### src/core/serial_bus_regs.vh
// constants of the serial bus clock and configuration block
// included by the design files by bare name; definitions only
`ifndef SERIAL_BUS_REGS_VH
`define SERIAL_BUS_REGS_VH

// configuration register address on the special function bus
`define SBC_CFG_ADDR 8'hc1
`define SBC_CFG_RESET 8'h00

// field positions
`define SBC_BIT_ENABLE 7
`define SBC_BIT_INHIBIT 6
`define SBC_BIT_BUSY 5
`define SBC_BIT_EXTEND 4
`define SBC_BIT_LOW_TOE 3
`define SBC_BIT_FREE_TOE 2
`define SBC_CS_HI 1
`define SBC_CS_LO 0

// clock source codes
`define SBC_CS_T0 2'h0
`define SBC_CS_T1 2'h1
`define SBC_CS_T2H 2'h2
`define SBC_CS_T2L 2'h3

// sda timing in core clocks
`define SBC_SETUP_EXT 4'hb
`define SBC_HOLD_EXT 4'hc
`define SBC_SETUP_STD 4'h1
`define SBC_HOLD_STD 4'h3

// scl phases in clock source overflows
`define SBC_LOW_TICKS 2'h1
`define SBC_HIGH_TICKS 2'h2

// free bus after more than this many overflows
`define SBC_FREE_TICKS 4'ha

`endif

### src/core/serial_bus_clock_config.v
// serial bus clock generation and configuration register
// assumes timer overflow strobes of one core clock, pins already split into in/oe,
// and a separate control block that sequences start, stop and acknowledge.
`timescale 1ns/100ps
`default_nettype none
`include "serial_bus_regs.vh"

module serial_bus_clock_config (
    input wire i_clock, // core clock, 10 MHz
    input wire i_nrst, // async reset, active low
    input wire [7:0] i_sfr_addr, // register address
    input wire i_sfr_wr, // register write strobe
    input wire [7:0] i_sfr_wdata, // register write data
    output reg [7:0] o_sfr_rdata, // register read data
    input wire [3:0] i_tmr_ovf, // overflow strobes: t0, t1, t2 high, t2 low
    input wire i_tmr3_split, // low timeout timer runs split
    output wire o_tmr3_reload_hi, // hold timer upper half in reload
    output wire o_tmr3_reload_lo, // hold timer lower half in reload
    input wire i_master_run, // control block wants master clocking
    input wire i_tx_valid, // next sda bit offered
    input wire i_tx_bit, // sda bit value, 1 releases
    output wire o_tx_ready, // bit buffer has room
    input wire i_scl, // scl pin level
    output wire o_scl_o, // scl output value, always 0
    output wire o_scl_oe, // scl pulled low while high
    input wire i_sda, // sda pin level
    output wire o_sda_o, // sda output value, always 0
    output wire o_sda_oe, // sda pulled low while high
    output wire o_scl_level, // synchronised scl
    output wire o_sda_level, // synchronised sda
    output reg o_bus_free, // one-cycle pulse on free timeout
    output wire o_start_seen, // one-cycle pulse on start
    output wire o_stop_seen, // one-cycle pulse on stop
    input wire i_slave_irq_req, // slave event from control block
    output wire o_slave_irq, // slave event passed on
    output wire o_slave_nack // nack all received addresses
);

localparam [2:0] S_IDLE = 3'b001;
localparam [2:0] S_LOW = 3'b010;
localparam [2:0] S_HIGH = 3'b100;

////////////////////////////////////////////////////////////////////////
// configuration register

reg [7:0] cfg_q;
reg busy_q;
wire enable;
wire extend;
wire [1:0] cs_sel;

assign enable = cfg_q[`SBC_BIT_ENABLE];
assign extend = cfg_q[`SBC_BIT_EXTEND];
assign cs_sel = cfg_q[`SBC_CS_HI:`SBC_CS_LO];

always @(posedge i_clock or negedge i_nrst) begin
    if (!i_nrst) begin
        cfg_q <= `SBC_CFG_RESET;
    end else if (i_sfr_wr && i_sfr_addr == `SBC_CFG_ADDR) begin
        cfg_q <= i_sfr_wdata & ~(8'h01 << `SBC_BIT_BUSY);
    end
end

always @* begin
    o_sfr_rdata = 8'h00;
    if (i_sfr_addr == `SBC_CFG_ADDR) begin
        o_sfr_rdata = cfg_q;
        o_sfr_rdata[`SBC_BIT_BUSY] = busy_q;
    end
end

////////////////////////////////////////////////////////////////////////
// pin monitoring

wire [1:0] pins_s;
wire scl_s;
wire sda_s;
reg scl_d1_q;
reg sda_d1_q;

sync2 #(
    .WIDTH(2),
    .INIT(2'h3)
) u_sync (
    .i_clock(i_clock),
    .i_nrst(i_nrst),
    .i_async({i_scl, i_sda}),
    .o_sync(pins_s)
);

assign scl_s = pins_s[1];
assign sda_s = pins_s[0];
assign o_scl_level = scl_s;
assign o_sda_level = sda_s;

always @(posedge i_clock or negedge i_nrst) begin
    if (!i_nrst) begin
        scl_d1_q <= 1'b1;
        sda_d1_q <= 1'b1;
    end else begin
        scl_d1_q <= scl_s;
        sda_d1_q <= sda_s;
    end
end

assign o_start_seen = enable && scl_s && scl_d1_q && sda_d1_q && !sda_s;
assign o_stop_seen = enable && scl_s && scl_d1_q && !sda_d1_q && sda_s;

////////////////////////////////////////////////////////////////////////
// clock source

function sel_tick;
    input [1:0] sel;
    input [3:0] ovf;
    begin
        case (sel)
            `SBC_CS_T0: sel_tick = ovf[0];
            `SBC_CS_T1: sel_tick = ovf[1];
            `SBC_CS_T2H: sel_tick = ovf[2];
            default: sel_tick = ovf[3];
        endcase
    end
endfunction

wire tick;
wire gen_tick;
wire free_tick;

assign tick = enable && sel_tick(cs_sel, i_tmr_ovf);
// source used only by master or free timeout
assign gen_tick = tick && i_master_run;
assign free_tick = tick && cfg_q[`SBC_BIT_FREE_TOE];

////////////////////////////////////////////////////////////////////////
// free timeout and busy

reg [3:0] free_cnt_q;

// more than ten periods with both lines high
always @(posedge i_clock or negedge i_nrst) begin
    if (!i_nrst) begin
        free_cnt_q <= 4'h0;
        o_bus_free <= 1'b0;
    end else begin
        o_bus_free <= 1'b0;
        if (!scl_s || !sda_s || !cfg_q[`SBC_BIT_FREE_TOE] || !enable) begin
            free_cnt_q <= 4'h0;
        end else if (free_tick) begin
            if (free_cnt_q == `SBC_FREE_TICKS) begin
                o_bus_free <= busy_q;
                free_cnt_q <= 4'h0;
            end else begin
                free_cnt_q <= free_cnt_q + 4'h1;
            end
        end
    end
end

reg [2:0] st_q;

// busy set by start or own clocking, cleared by stop or free timeout
always @(posedge i_clock or negedge i_nrst) begin
    if (!i_nrst) begin
        busy_q <= 1'b0;
    end else if (!enable) begin
        busy_q <= 1'b0;
    end else if (o_start_seen || st_q != S_IDLE) begin
        busy_q <= 1'b1;
    end else if (o_stop_seen || o_bus_free) begin
        busy_q <= 1'b0;
    end
end

////////////////////////////////////////////////////////////////////////
// slave inhibit

reg inh_act_q;

// inhibit sampled at each start only
always @(posedge i_clock or negedge i_nrst) begin
    if (!i_nrst) begin
        inh_act_q <= 1'b0;
    end else if (o_start_seen) begin
        inh_act_q <= cfg_q[`SBC_BIT_INHIBIT];
    end
end

// slave interrupts gated, master path untouched
assign o_slave_irq = enable && i_slave_irq_req && !inh_act_q;
assign o_slave_nack = inh_act_q;

////////////////////////////////////////////////////////////////////////
// low timeout timer control

assign o_tmr3_reload_hi = enable && cfg_q[`SBC_BIT_LOW_TOE] && scl_s;
// split timer keeps lower half counting
assign o_tmr3_reload_lo = o_tmr3_reload_hi && !i_tmr3_split;

////////////////////////////////////////////////////////////////////////
// master scl and sda generation

wire buf_valid;
wire buf_bit;
wire pop;
wire [3:0] hold_min;
wire [3:0] setup_min;
reg [1:0] hi_cnt_q;
reg [3:0] hold_cnt_q;
reg [3:0] setup_cnt_q;
reg bit_ok_q;
reg sda_q;
wire run;

assign run = enable && i_master_run;

// stalls here hold scl low, so the writer never loses a bit
bit_buffer #(
    .WIDTH(1)
) u_buf (
    .i_clock(i_clock),
    .i_nrst(i_nrst),
    .i_in_valid(i_tx_valid),
    .i_in_data(i_tx_bit),
    .o_in_ready(o_tx_ready),
    .o_out_valid(buf_valid),
    .o_out_data(buf_bit),
    .i_out_ready(pop)
);

assign hold_min = extend ? `SBC_HOLD_EXT : `SBC_HOLD_STD;
assign setup_min = extend ? `SBC_SETUP_EXT : `SBC_SETUP_STD;

assign pop = (st_q == S_LOW) && (hold_cnt_q >= hold_min) && !bit_ok_q && buf_valid;

always @(posedge i_clock or negedge i_nrst) begin
    if (!i_nrst) begin
        st_q <= S_IDLE;
        hi_cnt_q <= 2'h0;
        hold_cnt_q <= 4'h0;
        setup_cnt_q <= 4'h0;
        bit_ok_q <= 1'b0;
        sda_q <= 1'b1;
    end else begin
        case (st_q)
            S_IDLE: begin
                sda_q <= 1'b1;
                // low phase begins on an overflow
                if (run && gen_tick) begin
                    st_q <= S_LOW;
                    hold_cnt_q <= 4'h0;
                    bit_ok_q <= 1'b0;
                end
            end
            S_LOW: begin
                if (!run) begin
                    st_q <= S_IDLE;
                end else begin
                    // low phase of whole overflow periods
                    // scl is only released on an overflow, so a phase that
                    // waited for data still ends on a period boundary
                    if (hold_cnt_q < hold_min) begin
                        hold_cnt_q <= hold_cnt_q + 4'h1;
                    end
                    // setup counts from the moment data arrives
                    if (pop) begin
                        sda_q <= buf_bit;
                        bit_ok_q <= 1'b1;
                        setup_cnt_q <= 4'h0;
                    end else if (bit_ok_q && setup_cnt_q < setup_min) begin
                        setup_cnt_q <= setup_cnt_q + 4'h1;
                    end
                    // at least one low period (more with extended timing) then two high periods
                    if (gen_tick && bit_ok_q && setup_cnt_q >= setup_min) begin
                        st_q <= S_HIGH;
                        hi_cnt_q <= 2'h0;
                    end
                end
            end
            S_HIGH: begin
                if (!run) begin
                    st_q <= S_IDLE;
                // stretched scl simply delays the high count
                end else if (scl_s && gen_tick) begin
                    if (hi_cnt_q == `SBC_HIGH_TICKS - 2'h1) begin
                        st_q <= S_LOW;
                        hold_cnt_q <= 4'h0;
                        bit_ok_q <= 1'b0;
                    end else begin
                        hi_cnt_q <= hi_cnt_q + 2'h1;
                    end
                end
            end
            default: begin
                st_q <= S_IDLE;
            end
        endcase
    end
end

assign o_scl_o = 1'b0;
assign o_sda_o = 1'b0;
assign o_scl_oe = (st_q == S_LOW);
assign o_sda_oe = (st_q != S_IDLE) && !sda_q;

endmodule // serial_bus_clock_config

`default_nettype wire

### src/core/sync2.v
// two flip-flop synchroniser for a group of pin levels
// assumes asynchronous inputs; output is safe to use on i_clock
`timescale 1ns/100ps
`default_nettype none

module sync2 #(
    parameter WIDTH = 2,
    parameter [WIDTH-1:0] INIT = {WIDTH{1'b1}}
) (
    input wire i_clock, // core clock
    input wire i_nrst, // async reset, active low
    input wire [WIDTH-1:0] i_async, // pin levels
    output wire [WIDTH-1:0] o_sync // synchronised levels
);

reg [WIDTH-1:0] meta_q;
reg [WIDTH-1:0] sync_q;

always @(posedge i_clock or negedge i_nrst) begin
    if (!i_nrst) begin
        meta_q <= INIT;
        sync_q <= INIT;
    end else begin
        meta_q <= i_async;
        sync_q <= meta_q;
    end
end

assign o_sync = sync_q;

endmodule // sync2

`default_nettype wire

### src/core/bit_buffer.v
// two-entry buffer with valid/ready on both sides
// assumes one clock; push and pop may happen in the same cycle
`timescale 1ns/100ps
`default_nettype none

module bit_buffer #(
    parameter WIDTH = 1
) (
    input wire i_clock, // core clock
    input wire i_nrst, // async reset, active low
    input wire i_in_valid, // writer offers a word
    input wire [WIDTH-1:0] i_in_data, // word offered
    output wire o_in_ready, // buffer not full
    output wire o_out_valid, // buffer not empty
    output wire [WIDTH-1:0] o_out_data, // oldest word
    input wire i_out_ready // reader takes the word
);

reg [WIDTH-1:0] mem_q [0:1];
reg rd_q;
reg wr_q;
reg [1:0] cnt_q;
wire push;
wire pop;

assign o_in_ready = (cnt_q != 2'h2);
assign o_out_valid = (cnt_q != 2'h0);
assign o_out_data = mem_q[rd_q];
assign push = i_in_valid && o_in_ready;
assign pop = o_out_valid && i_out_ready;

always @(posedge i_clock or negedge i_nrst) begin
    if (!i_nrst) begin
        mem_q[0] <= {WIDTH{1'b0}};
        mem_q[1] <= {WIDTH{1'b0}};
        rd_q <= 1'b0;
        wr_q <= 1'b0;
        cnt_q <= 2'h0;
    end else begin
        if (push) begin
            mem_q[wr_q] <= i_in_data;
            wr_q <= ~wr_q;
        end
        if (pop) begin
            rd_q <= ~rd_q;
        end
        if (push && !pop) begin
            cnt_q <= cnt_q + 2'h1;
        end else if (pop && !push) begin
            cnt_q <= cnt_q - 2'h1;
        end
    end
end

endmodule // bit_buffer

`default_nettype wire

### config.mk
export PLATFORM = sky130hd
export DESIGN_NAME = serial_bus_clock_config
export DESIGN_NICKNAME = d
export VERILOG_FILES = /design/src/core/serial_bus_clock_config.v /design/src/core/sync2.v /design/src/core/bit_buffer.v
export VERILOG_INCLUDE_DIRS = /design/src /design/src/core
export SDC_FILE = /design/constraint.sdc
export NUM_CORES = 1
export LEC_CHECK = 0
export ABC_AREA = 1
export BUFFER_PORTS_ARGS = -buffer_cell sky130_fd_sc_hd__clkbuf_2
export CORE_ASPECT_RATIO = 1.4
export CORE_MARGIN = 8
export CORE_UTILIZATION = 48
export CTS_CLUSTER_DIAMETER = 120
export CTS_CLUSTER_SIZE = 10
export DETAILED_ROUTE_END_ITERATION = 10
export PLACE_DENSITY = 0.68
export REMOVE_ABC_BUFFERS = 1
export SLEW_MARGIN = 0
export SYNTH_ARGS = -nofsm -noshare
export SYNTH_HDL_FRONTEND = slang
export SYNTH_SLANG_ARGS = --single-unit
### constraint.sdc
create_clock -name i_clock -period 3 [get_ports i_clock]
set_input_delay 0.6 -clock i_clock [delete_from_list [all_inputs] [get_ports i_clock]]
set_output_delay 0.6 -clock i_clock [all_outputs]
set_load 0.01 [all_outputs]
## Word-level counts from Yosys, hierarchy flattened

Cells that the tools add are included.

- Input bits: 30
- Flip-flop bits (word level): 41
- Output and inout bits: 22

- Reductions and logical operators: 60
- Eq/ne operators: 23
- $lt $le $gt $ge: 7
- Mux-type cells: 53
- Add/subtract/negate cells: 6
- Bitwise logic cells: 4

Operators with widths:

| cell | count |
|---|---|
| 2-to-1 mux 4 bit | 13 |
| logical AND 1 bit | 30 |
| 2-to-1 mux 1 bit | 18 |
| 2-to-1 mux 3 bit | 6 |
| 2-to-1 mux 2 bit | 7 |
| AND reduction 7 bit | 2 |
| adder 4 x 1 -> 4 bit, second input constant | 3 |
| inequality test 2 bit, second input constant | 6 |
| one-hot mux 4 bit (3 select lines) | 1 |
| nonzero test 2 bit | 6 |
| zero test 1 bit | 11 |
| one-hot mux 3 bit (3 select lines) | 1 |
| == test 8 bit, second input constant | 1 |
| >= comparator 4 bit | 2 |
| less-than comparator 4 bit | 2 |
| 2-to-1 mux 8 bit | 1 |
| inequality test 2 x 1 -> 1 bit, second input constant | 4 |
| inequality test 3 x 1 -> 1 bit, second input constant | 2 |
| inequality test 3 bit, second input constant | 2 |
| one-hot mux 1 bit (3 select lines) | 2 |
| AND reduction 3 bit | 2 |
| AND reduction 6 bit | 1 |
| logical OR 1 bit | 5 |
| adder 2 x 1 -> 2 bit, second input constant | 2 |
| other kinds (19) | 23 |

## Depth between registers and ports, before layout

- Word-level depth: 9
- Mapped depth: 12

## By module

Synthesis repeated with hierarchy kept, for this count alone.

- Cells, all modules: 304
- Area, all modules: 2,397.3 um^2

Modules (own cells, without submodules):

| module | cells each | seq. area each (um^2) | area each (um^2) | times used |
|---|---|---|---|---|
| serial_bus_clock_config | 259 | 780.7 | 1,961.9 | 1 |
| bit_buffer | 41 | 150.1 | 330.3 | 1 |
| sync2 | 4 | 105.1 | 105.1 | 1 |

## Worst setup path after synthesis

Ideal clock, no wire load.

- Path kind: input-to-output
- Start point: in i_sfr_addr[3]
- End point: out o_sfr_rdata[0]
- Cell stages on the path: 5
- Required time: 2.400 ns
- Setup slack: 0.925 ns
- Buffers on the path: 0
- Arrival: 1.475 ns
- Cells stage by stage: nor2_1 -> nand3b_1 -> nor4_4 -> inv_1 -> nor2_1

- Word-level cells in the longest chain between the ends: 2

RTL lines:

| element | line | RTL |
|---|---|---|
| start, declared | serial_bus_clock_config.v:11 | `input wire [7:0] i_sfr_addr,` |
| == test 8 bit (no source line) | n/a |  |
| 2-to-1 mux 8 bit | serial_bus_clock_config.v:66 | `` if (i_sfr_addr == `SBC_CFG_ADDR) begin `` |
| end, declared | serial_bus_clock_config.v:14 | `output reg [7:0] o_sfr_rdata,` |

No other way between the ends.

## Worst setup path in the final report

- Start point: in i_sfr_addr[3]
- End point: out o_sfr_rdata[2]

The elaborated chain is that of the path after synthesis.

==> metrics.cfg <==
[outcome]
outcome=finished clean

[layout]
drive_above_1_share_pct=24.1
fin_cells=408
area_growth_pct=18.2
post-route-util_pct=57.4
nFillCells=459
nets=385
antenna_cells=0

[cts]
cts-buffers-inserted=5
post_cts.repair.setup_buffers=0
post_cts_resized=0
htreeDepth=2
cts_tree=done
clock_latency_ns=0.29
root_buffer=clkbuf_8
clockBufferDepth=2
clock_sinks=41
cts_hold_buffers=0
clk_pin_slew_ns=0.08

[detailed_routing]
dr_total_vias=1974
drc=0
drt.antenna.violating_nets=0
top_layer=met4
drt_pass1_iterations=4
route.met3.wl_um=145
wl_per_cell_um=12.3
wirelength_mm=5.00
dr_wl_met2_mm=2.72
avgViaCountPerCell=4.84
drt_first_iter_violations=95
m1WireLength_mm=2.08

[timing]
worst_pin_slew_ns=1.02
period_minus_slack_ns=2.44
rsz0062_at_grt=no
slew_headroom_pct=31.8
whs_ns=0.360
max_clock_freq_mhz=410
setup_viol=0
finalCritPeriodShare_pct=81.3
finClkSkew_ns=0.00943
finalMaxSlewViolations=0
hold_viol_final=0
tns_ns=0

[setup_path]
r2r-end=u_buf.cnt_q[1]
startpoint_type=primary input
ff2ff_setup_slack_ns=0.88
cp.arrival_ns=1.84
rr_worst_depth=9
endpoint_kind=primary output
worstPathMaxFanout=9
r2r-start=cfg_q[4]
required_ns=2.40
criticalPathCategory=primary input to primary output

[die]
dieArea_sq_um=7330
rows=30
top_level_ports=52
die_y_um=98.2
die_w_um=74.7
initial_core_util_pct=48.6
fp.coreArea_sq_um=4770

[worst_hold_path]
worstHoldStart=u_sync.meta_q[0]
min_path_type=register to register
hold_end=u_sync.o_sync[0]
hold_depth=0

[grt]
grt_pass1_wl_mm=8.76
track_usage_pct=14.8
grt_antenna_before_repair=0
grt_max_degree=42
first_global_vias=2014
grt_overflow=0

[yosys]
syn_area_per_cell_sq_um=7.96
synth_seq_cells=41
synth_seq_area_share_pct=44.7
syn_area_sq_um=2320
ys.warnings.count=0
ys_types=33
synth_cells=291

[placed_design]
gp_congestion=0.826
dpl.hpwl_mm=3.90
port_buffers=48
place_inst=400

[power_and_ir_drop]
peakVddDrop_v=0.000410
p_leak_uw=0.00142
p_per_area_nw_per_um2=579

[job]
maxCapViolCount=0

-- cell type report --
cell class | count | area [sq um] | area share, %
Timing Repair Buffer | 48 | 240 | 8.78
Multi-Input combinational cell | 203 | 1090 | 40.0
Sequential cell | 41 | 1040 | 37.9
Tap cell | 64 | 80.1 | 2.93
Clock buffer | 6 | 82.6 | 3.02
Clock inverter | 2 | 37.5 | 1.37
Inverter | 44 | 165 | 6.04
-- cell usage in the layout, fill, tap and decap left out --
cell	instances
o211ai_1	1
nand3b_1	2
inv_1	39
nor3_1	4
nor2_2	1
o31ai_1	1
nand3_4	1
bufinv_16	1
a21oi_2	1
nand4_2	1
or2_2	2
clkbuf_2	48
ha_1	12
a21oi_1	10
nor3_2	3
o31a_1	1
o21ai_0	10
o21ai_1	3
nand4_1	5
dfrtp_1	33
nor4_1	1
clkbuf_8	6
xor2_1	4
nor2_1	32
nor4_4	1
nand3_1	30
dfstp_2	8
nor2_4	1
inv_2	5
nand2_2	3
clkinvlp_4	1
conb_1	2
nand2_1	68
xnor2_1	3
-- Yosys cell counts (all sizes together) --
cell type,number,area (sq um)
nand3,31,168
dfrtp,33,826
conb,1,3.75
nand3b,2,15.0
nor2,34,138
xor2,4,35.0
buf,4,23.8
o21ai,13,65.1
or2,2,12.5
o31a,1,8.76
o211ai,1,7.51
inv,44,165
ha,12,150
nand2,71,274
o31ai,1,7.51
dfstp,8,210
nand4,6,43.8
xnor2,3,26.3
nor4,2,27.5
nor3,7,50.1
a21oi,11,58.8
-- cell families after synthesis --
family / synth area share [%]
and+or+nand+nor: 31.4
buffers and inverters: 8.16
DFF: 44.7
AOI/OAI and AO/OA: 6.38
adders and majority gates: 6.48
xor gates and xnor gates: 2.65
other: 0.162
-- critical path, stage by stage --
cell      delay (ns)
clkbuf_2        0.08
nor2_1          0.10
nand3b_1        0.12
nor4_4          0.38
inv_1           0.26
nor2_1          0.14
clkbuf_2        0.15
-- state kept, by name (all words and copies together), names as in the netlist, 2 cells and up --
signal and flops:
cfg_q 7, free_cnt_q 4, hi_cnt_q 2, hold_cnt_q 4
setup_cnt_q 4, st_q 3, u_buf.cnt_q 2, u_buf.mem_q 2
u_sync.meta_q 2, u_sync.o_sync 2
-- how the worst max path moves through the flow --
stage	to	slack (ns)	from	cells past startpoint
after floorplan	o_sfr_rdata[0]	0.92	i_sfr_addr[3]	5
after global placement	o_sfr_rdata[2]	0.61	i_sfr_addr[3]	7
after detailed placement	o_sfr_rdata[2]	0.54	i_sfr_addr[3]	7
after CTS	o_sfr_rdata[2]	0.54	i_sfr_addr[3]	7
after global routing	o_sfr_rdata[5]	0.39	i_sfr_addr[3]	7
final	o_sfr_rdata[2]	0.56	i_sfr_addr[3]	7
-- stage by stage --
stage	instance area, sq um	setup slack (ns)	total power, uW
CTS	2740	0.540	1600
finish	2740	0.562	1580
detailed placement	2620	0.543	1130
global placement	2620	0.612	1120
floorplan	2300	0.925	1010
global route	2740	0.390	1690
-- where the power goes --
| group | switching (uW) | internal, uW |
|---|---|---|
| clock network | 192 | 271 |
| registers | 60.9 | 633 |
| logic | 278 | 150 |
-- routing by layer --
layer | vias to the layer above | GRT usage, %
met3 | 6 | 2.87
li1 | 1031 | -
met5 | - | 0
met1 | 909 | 16.9
met4 | 0 | 3.64
met2 | 28 | 26.7
(Power assumes the default switching activity.)
